File: src/hdl/cfs_pkg.sv
// Package of flag word layout, segment selections and ALU operation codes
package cfs_pkg;

    localparam int FLAG_W      = 16;
    localparam int DATA_W      = 16;
    localparam int ADDR_W      = 20;
    localparam int SEG_SHIFT   = 4;
    localparam int DISP8_W     = 8;

    localparam int CF_POS      = 0;
    localparam int PF_POS      = 2;
    localparam int AF_POS      = 4;
    localparam int ZF_POS      = 6;
    localparam int SF_POS      = 7;
    localparam int TF_POS      = 8;
    localparam int IE_POS      = 9;
    localparam int DF_POS      = 10;
    localparam int OF_POS      = 11;

    localparam logic [15:0] FLAG_USED_MASK = 16'h0FD5;
    // Unassigned bits: bit 1 reads one, others zero
    localparam logic [15:0] FLAG_FIXED     = 16'h0002;
    localparam logic [15:0] FLAG_RESET     = 16'h0002;
    localparam logic [15:0] SEG_RESET_CODE = 16'hFFFF;
    localparam logic [15:0] SEG_RESET_OTH  = 16'h0000;

    typedef enum logic [1:0] {
        CFS_SEG_EXTRA = 2'h0,
        CFS_SEG_CODE  = 2'h1,
        CFS_SEG_STACK = 2'h2,
        CFS_SEG_DATA  = 2'h3
    } cfs_seg_t;

    typedef enum logic [1:0] {
        CFS_REF_FETCH  = 2'h0,
        CFS_REF_STACK  = 2'h1,
        CFS_REF_STRDST = 2'h2,
        CFS_REF_DATA   = 2'h3
    } cfs_ref_t;

    typedef enum logic [2:0] {
        CFS_OP_ADD = 3'h0,
        CFS_OP_ADC = 3'h1,
        CFS_OP_SUB = 3'h2,
        CFS_OP_SBB = 3'h3,
        CFS_OP_AND = 3'h4,
        CFS_OP_OR  = 3'h5,
        CFS_OP_XOR = 3'h6
    } cfs_op_t;

endpackage

File: src/hdl/cfs_addr_gen.sv
// Segmented physical address generator
`timescale 1ns/1ps
module cfs_addr_gen
    import cfs_pkg::*;
(
    input  wire logic [15:0] seg_base,
    input  wire logic [15:0] base_reg,
    input  wire logic [15:0] index_reg,
    input  wire logic [15:0] disp,
    input  wire logic        disp_is_8,
    input  wire logic        use_base,
    input  wire logic        use_index,
    output logic      [15:0] eff_offset,
    output logic      [19:0] phys_addr
);
    logic [15:0] disp_ext;
    logic [15:0] b_term;
    logic [15:0] i_term;

    always_comb begin
        disp_ext   = disp_is_8 ? {{(DATA_W-DISP8_W){disp[DISP8_W-1]}},
                                  disp[DISP8_W-1:0]} : disp;
        b_term     = use_base ? base_reg : 16'h0000;
        i_term     = use_index ? index_reg : 16'h0000;
        eff_offset = disp_ext + b_term + i_term;
        phys_addr  = {seg_base, {SEG_SHIFT{1'b0}}}
                   + {{SEG_SHIFT{1'b0}}, eff_offset};
    end
endmodule

File: src/hdl/cfs_core.sv
// Flag word register, segment registers and address generation for the core
`timescale 1ns/1ps
module cfs_core
    import cfs_pkg::*;
(
    input  wire logic        mclk,
    input  wire logic        reset,
    // ALU operation with flag update
    input  wire logic        alu_valid,
    input  wire logic [2:0]  alu_op,
    input  wire logic        alu_byte,
    input  wire logic [15:0] alu_a,
    input  wire logic [15:0] alu_b,
    // Flag word direct write and control
    input  wire logic        flag_wr,
    input  wire logic [15:0] flag_wdata,
    input  wire logic        instr_done,
    input  wire logic        irq_req,
    input  wire logic [7:0]  irq_vector,
    // Segment registers
    input  wire logic        seg_wr,
    input  wire logic [1:0]  seg_wsel,
    input  wire logic [15:0] seg_wdata,
    // Memory reference
    input  wire logic        ref_valid,
    input  wire logic [1:0]  ref_kind,
    input  wire logic        ovr_valid,
    input  wire logic [1:0]  ovr_seg,
    input  wire logic [15:0] base_reg,
    input  wire logic [15:0] index_reg,
    input  wire logic [15:0] disp,
    input  wire logic        disp_is_8,
    input  wire logic        use_base,
    input  wire logic        use_index,
    // String step
    input  wire logic        str_step,
    input  wire logic        str_word,
    input  wire logic [15:0] str_index,
    output logic [15:0]      flag_word,
    output logic [15:0]      alu_result,
    output logic [19:0]      phys_addr,
    output logic [1:0]       seg_used,
    output logic [15:0]      str_index_next,
    output logic             step_irq,
    output logic             mask_irq_take,
    output logic [7:0]       mask_irq_vector
);
    logic [15:0] flags;
    logic [15:0] next_flags;
    logic [15:0] seg_regs [4];
    logic [15:0] next_seg_regs [4];
    logic [15:0] result_q;
    logic [15:0] next_result;
    logic [19:0] addr_q;
    logic [19:0] next_addr;
    logic [1:0]  seg_q;
    logic [1:0]  next_seg_q;
    logic [15:0] str_q;
    logic [15:0] next_str;
    logic        step_pend;
    logic        next_step_pend;
    logic        step_q;
    logic        next_step;
    logic        take_q;
    logic        next_take;
    logic [7:0]  vec_q;
    logic [7:0]  next_vec;
    logic [19:0] gen_addr;
    logic [15:0] gen_off;
    logic [1:0]  sel_seg;

    // ALU arithmetic scratch
    logic [16:0] wide;
    logic [4:0]  nib;
    logic [15:0] res;
    logic        cin;
    logic        is_sub;
    logic        is_arith;
    logic        top_a;
    logic        top_b;
    logic        top_r;
    logic        carry;

    always_comb begin
        cin      = flags[CF_POS] && (alu_op == CFS_OP_ADC || alu_op == CFS_OP_SBB);
        is_sub   = (alu_op == CFS_OP_SUB) || (alu_op == CFS_OP_SBB);
        is_arith = (alu_op <= CFS_OP_SBB);
        wide     = 17'h00000;
        nib      = 5'h00;
        res      = 16'h0000;
        case (alu_op)
            CFS_OP_ADD, CFS_OP_ADC: begin
                wide = {1'b0, alu_a} + {1'b0, alu_b} + {16'h0000, cin};
                nib  = {1'b0, alu_a[3:0]} + {1'b0, alu_b[3:0]} + {4'h0, cin};
            end
            CFS_OP_SUB, CFS_OP_SBB: begin
                wide = {1'b0, alu_a} - {1'b0, alu_b} - {16'h0000, cin};
                nib  = {1'b0, alu_a[3:0]} - {1'b0, alu_b[3:0]} - {4'h0, cin};
            end
            CFS_OP_AND: wide = {1'b0, alu_a & alu_b};
            CFS_OP_OR:  wide = {1'b0, alu_a | alu_b};
            CFS_OP_XOR: wide = {1'b0, alu_a ^ alu_b};
            default:    wide = 17'h00000;
        endcase
        res   = alu_byte ? {8'h00, wide[7:0]} : wide[15:0];
        top_a = alu_byte ? alu_a[7] : alu_a[15];
        top_b = (alu_byte ? alu_b[7] : alu_b[15]) ^ is_sub;
        top_r = alu_byte ? res[7] : res[15];
        // Byte carry or borrow is bit 8 of the wide result XORed with bit 8 of both operands
        carry = alu_byte ? (alu_a[8] ^ alu_b[8] ^ wide[8]) : wide[16];
    end

    // Flag word and step/interrupt sequencing
    always_comb begin
        next_flags     = flags;
        next_step_pend = step_pend;
        next_step      = 1'b0;
        next_take      = 1'b0;
        next_vec       = vec_q;
        next_result    = result_q;
        if (flag_wr) begin
            next_flags = (flag_wdata & FLAG_USED_MASK) | FLAG_FIXED;
        end
        if (alu_valid) begin
            next_result            = res;
            next_flags[CF_POS]     = is_arith && carry;
            next_flags[PF_POS]     = ~^res[7:0];
            next_flags[AF_POS]     = is_arith && nib[4];
            next_flags[ZF_POS]     = (res == 16'h0000);
            next_flags[SF_POS]     = top_r;
            next_flags[OF_POS]     = is_arith && (top_a == top_b) && (top_r != top_a);
        end
        if (instr_done) begin
            if (step_pend) begin
                next_step           = 1'b1;
                next_step_pend      = 1'b0;
                next_flags[TF_POS]  = 1'b0;
            end else begin
                next_step_pend      = flags[TF_POS];
                if (irq_req && flags[IE_POS]) begin
                    next_take = 1'b1;
                    next_vec  = irq_vector;
                end
            end
        end
        if (!flags[TF_POS] && !next_step) begin
            next_step_pend = 1'b0;
        end
    end

    always_ff @(posedge mclk) begin
        if (reset) begin
            flags     <= FLAG_RESET;
            step_pend <= 1'b0;
            step_q    <= 1'b0;
            take_q    <= 1'b0;
            vec_q     <= 8'h00;
            result_q  <= 16'h0000;
        end else begin
            flags     <= next_flags;
            step_pend <= next_step_pend;
            step_q    <= next_step;
            take_q    <= next_take;
            vec_q     <= next_vec;
            result_q  <= next_result;
        end
    end

    // Segment selection: override wins, else implicit by reference kind
    always_comb begin
        case (ref_kind)
            CFS_REF_FETCH:  sel_seg = CFS_SEG_CODE;
            CFS_REF_STACK:  sel_seg = CFS_SEG_STACK;
            CFS_REF_STRDST: sel_seg = CFS_SEG_EXTRA;
            default:        sel_seg = CFS_SEG_DATA;
        endcase
        if (ovr_valid) begin
            sel_seg = ovr_seg;
        end
    end

    cfs_addr_gen u_addr (
        .seg_base   (seg_regs[sel_seg]),
        .base_reg   (base_reg),
        .index_reg  (index_reg),
        .disp       (disp),
        .disp_is_8  (disp_is_8),
        .use_base   (use_base),
        .use_index  (use_index),
        .eff_offset (gen_off),
        .phys_addr  (gen_addr)
    );

    always_comb begin
        next_seg_q    = ref_valid ? sel_seg : seg_q;
        next_addr     = ref_valid ? gen_addr : addr_q;
        next_seg_regs = seg_regs;
        if (seg_wr) begin
            next_seg_regs[seg_wsel] = seg_wdata;
        end
        next_str   = str_q;
        if (str_step) begin
            if (flags[DF_POS]) begin
                next_str = str_index - (str_word ? 16'h0002 : 16'h0001);
            end else begin
                next_str = str_index + (str_word ? 16'h0002 : 16'h0001);
            end
        end
    end

    always_ff @(posedge mclk) begin
        if (reset) begin
            seg_regs[CFS_SEG_EXTRA] <= SEG_RESET_OTH;
            seg_regs[CFS_SEG_CODE]  <= SEG_RESET_CODE;
            seg_regs[CFS_SEG_STACK] <= SEG_RESET_OTH;
            seg_regs[CFS_SEG_DATA]  <= SEG_RESET_OTH;
            addr_q                  <= 20'h00000;
            seg_q                   <= 2'h0;
            str_q                   <= 16'h0000;
        end else begin
            seg_regs <= next_seg_regs;
            addr_q   <= next_addr;
            seg_q    <= next_seg_q;
            str_q    <= next_str;
        end
    end

    assign flag_word       = flags;
    assign alu_result      = result_q;
    assign phys_addr       = addr_q;
    assign seg_used        = seg_q;
    assign str_index_next  = str_q;
    assign step_irq        = step_q;
    assign mask_irq_take   = take_q;
    assign mask_irq_vector = vec_q;
endmodule

File: config.mk
export PLATFORM = sky130hd
export DESIGN_NAME = cfs_core
export DESIGN_NICKNAME = d
export VERILOG_FILES = /design/src/hdl/cfs_pkg.sv /design/src/hdl/cfs_addr_gen.sv /design/src/hdl/cfs_core.sv
export SDC_FILE = /design/constraint.sdc
export NUM_CORES = 1
export LEC_CHECK = 0
export BUFFER_PORTS_ARGS = -buffer_cell sky130_fd_sc_hd__buf_4
export CAP_MARGIN = 15
export CORE_MARGIN = 2
export CORE_UTILIZATION = 25
export CTS_CLUSTER_DIAMETER = 50
export DETAILED_ROUTE_END_ITERATION = 16
export HOLD_SLACK_MARGIN = 0.03
export SKIP_LAST_GASP = 1
export SLEW_MARGIN = 20
export SYNTH_ARGS = -nofsm -noshare
export SYNTH_HDL_FRONTEND = slang
export SYNTH_SLANG_ARGS = --single-unit
File: constraint.sdc
create_clock -name mclk -period 7.3 [get_ports mclk]
set_clock_uncertainty 0.05 [all_clocks]
set_input_delay 1.46 -clock mclk [delete_from_list [all_inputs] [get_ports mclk]]
set_output_delay 1.46 -clock mclk [all_outputs]
set_load 0.03 [all_outputs]
# ---- Word-level counts from Yosys, hierarchy flattened
# Index checks and enable logic that the tools add are counted.
dict set report classes {
  n_eq_ne 10
  n_addsub 13
  n_lt_le_gt_ge 4
  bitwise 10
  reduce_logical 22
  n_mux 32
}
# operator count
set op_table {}
lappend op_table {{$mux 16} 8}
lappend op_table {{$pmux 17 s5} 1}
lappend op_table {{$bwmux 64} 1}
lappend op_table {{$add 16x16->16} 2}
lappend op_table {{$bmux 16 s2} 1}
lappend op_table {{$demux 16 s2} 1}
lappend op_table {{$add 20x16->20} 1}
lappend op_table {{$add 16x16->17} 1}
lappend op_table {{$add 17x1->17} 1}
lappend op_table {{$sub 16x16->17} 1}
lappend op_table {{$sub 17x1->17} 1}
lappend op_table {{$add 16x2->16} 1}
lappend op_table {{$and 16x16->16} 1}
lappend op_table {{$logic_not 16->1} 1}
lappend op_table {{$or 16x16->16} 1}
lappend op_table {{$sub 16x16->16} 1}
lappend op_table {{$xor 16x16->16} 1}
lappend op_table {{$mux 1} 14}
lappend op_table {{$mux 12} 1}
lappend op_table {{$pmux 5 s2} 1}
lappend op_table {{$eq 3x3->1 const B} 3}
lappend op_table {{$logic_and 1x1->1} 8}
lappend op_table {{$reduce_xnor 8->1} 1}
lappend op_table {{$eq 3x2->1 const B} 2}
lappend op_table {{25 further kinds} 36}
dict set report totals {
  register_bits 138
  in_bits 160
}

# ---- Longest topological paths before layout
dict set report depth {
  depth_word 10
  mapped_depth 25
}

# ---- Cells and area by module
# Synthesis repeated with hierarchy kept, for this count alone.
dict set report hier_totals {
  cells_unflattened 1418
  hier_area_um2 11074.4
}
# mod instances seq_area_each_um2 area_per_inst_um2 cells_each
set by_module_without_submodules {}
lappend by_module_without_submodules {cfs_core 1 2762.6 9086.2 1155}
lappend by_module_without_submodules {cfs_addr_gen 1 0.0 1988.2 263}

# ---- Worst setup path after synthesis
# OpenSTA, ideal clock, no wires.
dict set report synth_path {
  path_type {input-to-reg}
  start {input use_index}
  end {register addr_q[18], in the netlist phys_addr[18]}
  t_required_ns 7.159
  path_stages 19
  setup_slack_ns 1.447
  setup_ns 0.091
  arrival_ns 5.712
  cell_sequence {clkbuf_1 -> and2_1 -> fa_1 -> ha_1 -> a21o_1 -> a21oi_1 -> o21ai_1 -> a21o_1 -> a21oi_1 -> o21ai_1 -> o41ai_1 -> or4b_1 -> o211ai_1 -> ha_1 -> or2_2 -> a21oi_1 -> a31o_1 -> o21ai_0 -> a311oi_1}
}
dict set report synth_between {
  elab_chain_cells 3
}
# item line
set synth_rtl {}
lappend synth_rtl {{start, declared} cfs_core.sv:34} ;# input wire logic use_index,
lappend synth_rtl {{$mux 16} cfs_addr_gen.sv:24} ;# i_term = use_index ? index_reg : 16'h0000;
lappend synth_rtl {{$add 16x16->16} cfs_addr_gen.sv:25} ;# eff_offset = disp_ext + b_term + i_term;
lappend synth_rtl {{$add 20x16->20} cfs_addr_gen.sv:27} ;# + {{SEG_SHIFT{1'b0}}, eff_offset};
lappend synth_rtl {{end signal, assigned} cfs_core.sv:222} ;# addr_q <= next_addr;
lappend synth_rtl {{end, declared} cfs_core.sv:54} ;# logic [19:0] addr_q;
# Every way passes these cells.
# A chain may end at the register's enable or synchronous reset.

# ---- Worst setup path in the final report
# Ends and elaborated chain as after synthesis.

==> results.sh <==
export IMPL_required_ns=7.60
export IMPL_holdCritStartpoint="seg_regs[57]$_SDFFE_PP0P_"
export IMPL_maxCapViolCount=0
export IMPL_regArea_mm2=0.00276
export IMPL_period_minus_slack_ns=5.95
export IMPL_finalNonFillerCells=2167
export IMPL_grt_max_degree=61
export IMPL_combinationalPowerShare=0.396
export IMPL_finalSetupViolCount=0
export IMPL_cts_root_buf="clkbuf_16"
export IMPL_clk_latency_ns=0.45
export IMPL_setup_slack_ns=1.35
export IMPL_status="finished, final reports clean"
export IMPL_synth_seq_cells=138
export IMPL_cts_hold_buf=0
export IMPL_viasPerCell=4.76
export IMPL_internal_power_mw=1.83
export IMPL_route_detailed_drc=0
export IMPL_fin_area_mm2=0.0136
export IMPL_h_tree_depth=4
export IMPL_cp_data_arrival_time_ns=6.25
export IMPL_finalCritPeriodShare=0.815
export IMPL_crit_path_start_kind="input port"
export IMPL_die_height_um=212
export IMPL_ir_worst_vdd_mv=0.124
export IMPL_dp_cells=2134
export IMPL_cp_slowest_stage_delay_ns=0.57
export IMPL_worst_pin_slew_ns=0.869
export IMPL_io_pins=240
export IMPL_fillers=4531
export IMPL_die_w_um=212
export IMPL_cp_common_cell="a21oi_1"
export IMPL_cp_num_buf_inv=1
export IMPL_netlist_instances=1389
export IMPL_max_slew_margin_rel=0.421
export IMPL_yosys_warnings=0
export IMPL_dp_worst_setup_slack_ns=0.984
export IMPL_slew_violations=0
export IMPL_finalWirelength_um=33800
export IMPL_synth_top_area_frac=0.256
export IMPL_gr_total_overflow=0
export IMPL_power_density_mw_per_mm2=217
export IMPL_final_nets=1859
export IMPL_syn_to_final_growth_pct=25.9
export IMPL_yosys_most_used_dff="dfxtp_1"
export IMPL_synth_most_common_cell="nand2_1"
export IMPL_fmax_ghz=0.168
export IMPL_path_cells="buf_4 -> and2_1 -> fa_1 -> ha_1 -> a21o_1 -> a21oi_1 -> o21ai_1 -> a21o_1 -> a21oi_1 -> o21ai_1 -> o41ai_1 -> or4b_1 -> o211ai_1 -> ha_1 -> or2_2 -> a21oi_1 -> a31o_1 -> o21ai_0 -> a311oi_1"
export IMPL_p_clk_frac=0.314
export IMPL_cp_slowest_cell="o41ai_1"
export IMPL_crit_fanout=16
export IMPL_cts_tree="done"
export IMPL_async_flop_share=0
export IMPL_leakagePower_nw=6.12
export IMPL_antenna_found_initial=2
export IMPL_swShare=0.380
export IMPL_cts_inserted_buffers=17
export IMPL_cts_resized_gates=0
export IMPL_clock_sinks=138
export IMPL_io_buffer_count=225
export IMPL_synth_top_area_cell="dfxtp_1"
export IMPL_dpl_cell_area_mm2=0.0130
export IMPL_cp_end_kind="flip-flop"
export IMPL_post_cts_setup_buffers=0
export IMPL_dp_final_hpwl_um=25300
export IMPL_synth_cell_types=76
export IMPL_seq_area_frac_synth=0.256
export IMPL_syn_area_mm2=0.0108
export IMPL_power_frac_seq=0.290
export IMPL_core_area_mm2=0.0429
export IMPL_grt_pass1_vias=9834
export IMPL_wl_per_cell_um=15.6
export IMPL_gp_congestion=0.910
export IMPL_grt_pass1_wl_um=52700
export IMPL_syn_mean_instance_area_um2=7.77
export IMPL_worstSetupPathType="input port to flip-flop"
export IMPL_num_vias=10300
export IMPL_clockBufferDepth=2
export IMPL_rsz0062_at_grt="no"
export IMPL_synth_enable_flop_cells=0
export IMPL_drt_iter0_markers=568
export IMPL_fin_setup_tns_ns=0
export IMPL_clkTransAtPathRegs_ns=0.07
export IMPL_timing_hold_ws_ns=0.402
export IMPL_drt_pass1_iter_count=5
export IMPL_hp_class="flip-flop to flip-flop"
export IMPL_grt_usage=0.150
export IMPL_dieArea_mm2=0.0449
export IMPL_multi_input_area_mm2=0.00737
export IMPL_r2r_start="flag_word[0]$_SDFFE_PP0P_"
export IMPL_ant_nets=0
export IMPL_row_count=76
export IMPL_start_util=0.252
export IMPL_netlist_top_cells_count="nand2_1 (228), dfxtp_1 (138), a21oi_1 (115)"
export IMPL_final_hold_viol_count=0
export IMPL_ys_top_cells_by_area="dfxtp_1 (26%), ha_1 (13%), nand2_1 (7.9%)"
export IMPL_crit_family="compound AO/OA/AOI/OAI gates"
export IMPL_p_switching_mw=1.12
export IMPL_cp_startpoint="use_index"
export IMPL_drive_above_1_share=0.177
-- final timing paths --
check        slack (ns)                          to  cells past startpoint
max                1.35  phys_addr[18]$_SDFFE_PP0P_                     19
min                0.40   seg_regs[57]$_SDFFE_PP0P_                      2
max reg2reg        3.30   flag_word[6]$_SDFFE_PP0P_                     14
min reg2reg        0.40   seg_regs[57]$_SDFFE_PP0P_                      2
-- cell usage in the layout, fill, tap and decap left out, types with 15 or more instances in the layout --
cell / count
nand2_1: 228
buf_4: 232
ha_1: 109
nor2_1: 88
a211oi_1: 42
and2_1: 28
a21o_1: 15
xor2_1: 15
dfxtp_1: 138
a21oi_1: 115
a31oi_1: 20
xnor2_1: 38
fa_1: 22
mux2i_1: 61
nand3_1: 40
inv_1: 101
o21ai_0: 30
nor3_1: 19
clkbuf_16: 17
-- metal layers --
layer  up-vias  GRT usage  wire length (µm)
li1       5172          -                 -
met1      4857      0.199             15500
met2       243      0.248             16100
met3        32     0.0233              1570
met4         2     0.0481               550
met5         -          0                13
-- flip-flops by register name, indices dropped and copies added (netlist names) --
| register | flops |
|---|---|
| mask_irq_take | 1 |
| seg_used | 2 |
| alu_result | 16 |
| phys_addr | 20 |
| step_irq | 1 |
| seg_regs | 64 |
| mask_irq_vector | 8 |
| flag_word | 9 |
| str_index_next | 16 |
| step_pend | 1 |
-- logic make-up after synthesis --
group	Yosys count	synth area share
AOI/OAI and AO/OA	334	0.200
xor gates and xnor gates	53	0.0430
adders and majority gates	131	0.167
buffers and inverters	178	0.0645
DFF	138	0.256
muxes	67	0.0627
other	2	0.000696
and+or+nand+nor	486	0.206
-- worst register-to-register path: stages (launching register included) --
cell,delay [ns]
dfxtp_1,0.42
nand3b_1,0.16
fa_1,0.47
ha_1,0.33
a211oi_1,0.49
o31ai_1,0.19
o21bai_1,0.20
xnor2_1,0.15
mux2i_1,0.08
mux2i_1,0.43
ha_1,0.24
nand3_1,0.12
nor4_2,0.23
nand4b_1,0.14
o31ai_2,0.22
-- final cells by class --
cell class,instances,area share
inverters,101,0.0279
well taps,585,0.0538
clock inverters,14,0.0133
repair buffers,232,0.128
flip-flops and latches,138,0.203
clock buffers,18,0.0316
multi-input cells,1078,0.542
diodes,1,0.000184
-- power groups by stage --
stage                     Sequential (mW)  Clock, mW  Combinational, mW
after global placement              0.871          0               1.15
after global routing                0.864      0.991               1.29
after CTS                           0.857      0.959               1.17
after detailed placement            0.873          0               1.16
after floorplan                     0.966          0              0.715
final                               0.856      0.926               1.17
-- through the flow --
| stage | total power [mW] | util |
|---|---|---|
| after floorplan | 1.68 | - |
| final | 2.95 | 0.317 |
| after global placement | 2.02 | 0.303 |
| after global routing | 3.15 | 0.317 |
| after detailed placement | 2.03 | 0.303 |
| after CTS | 2.98 | 0.317 |
No activity file was read; power rests on OpenSTA's default activity.
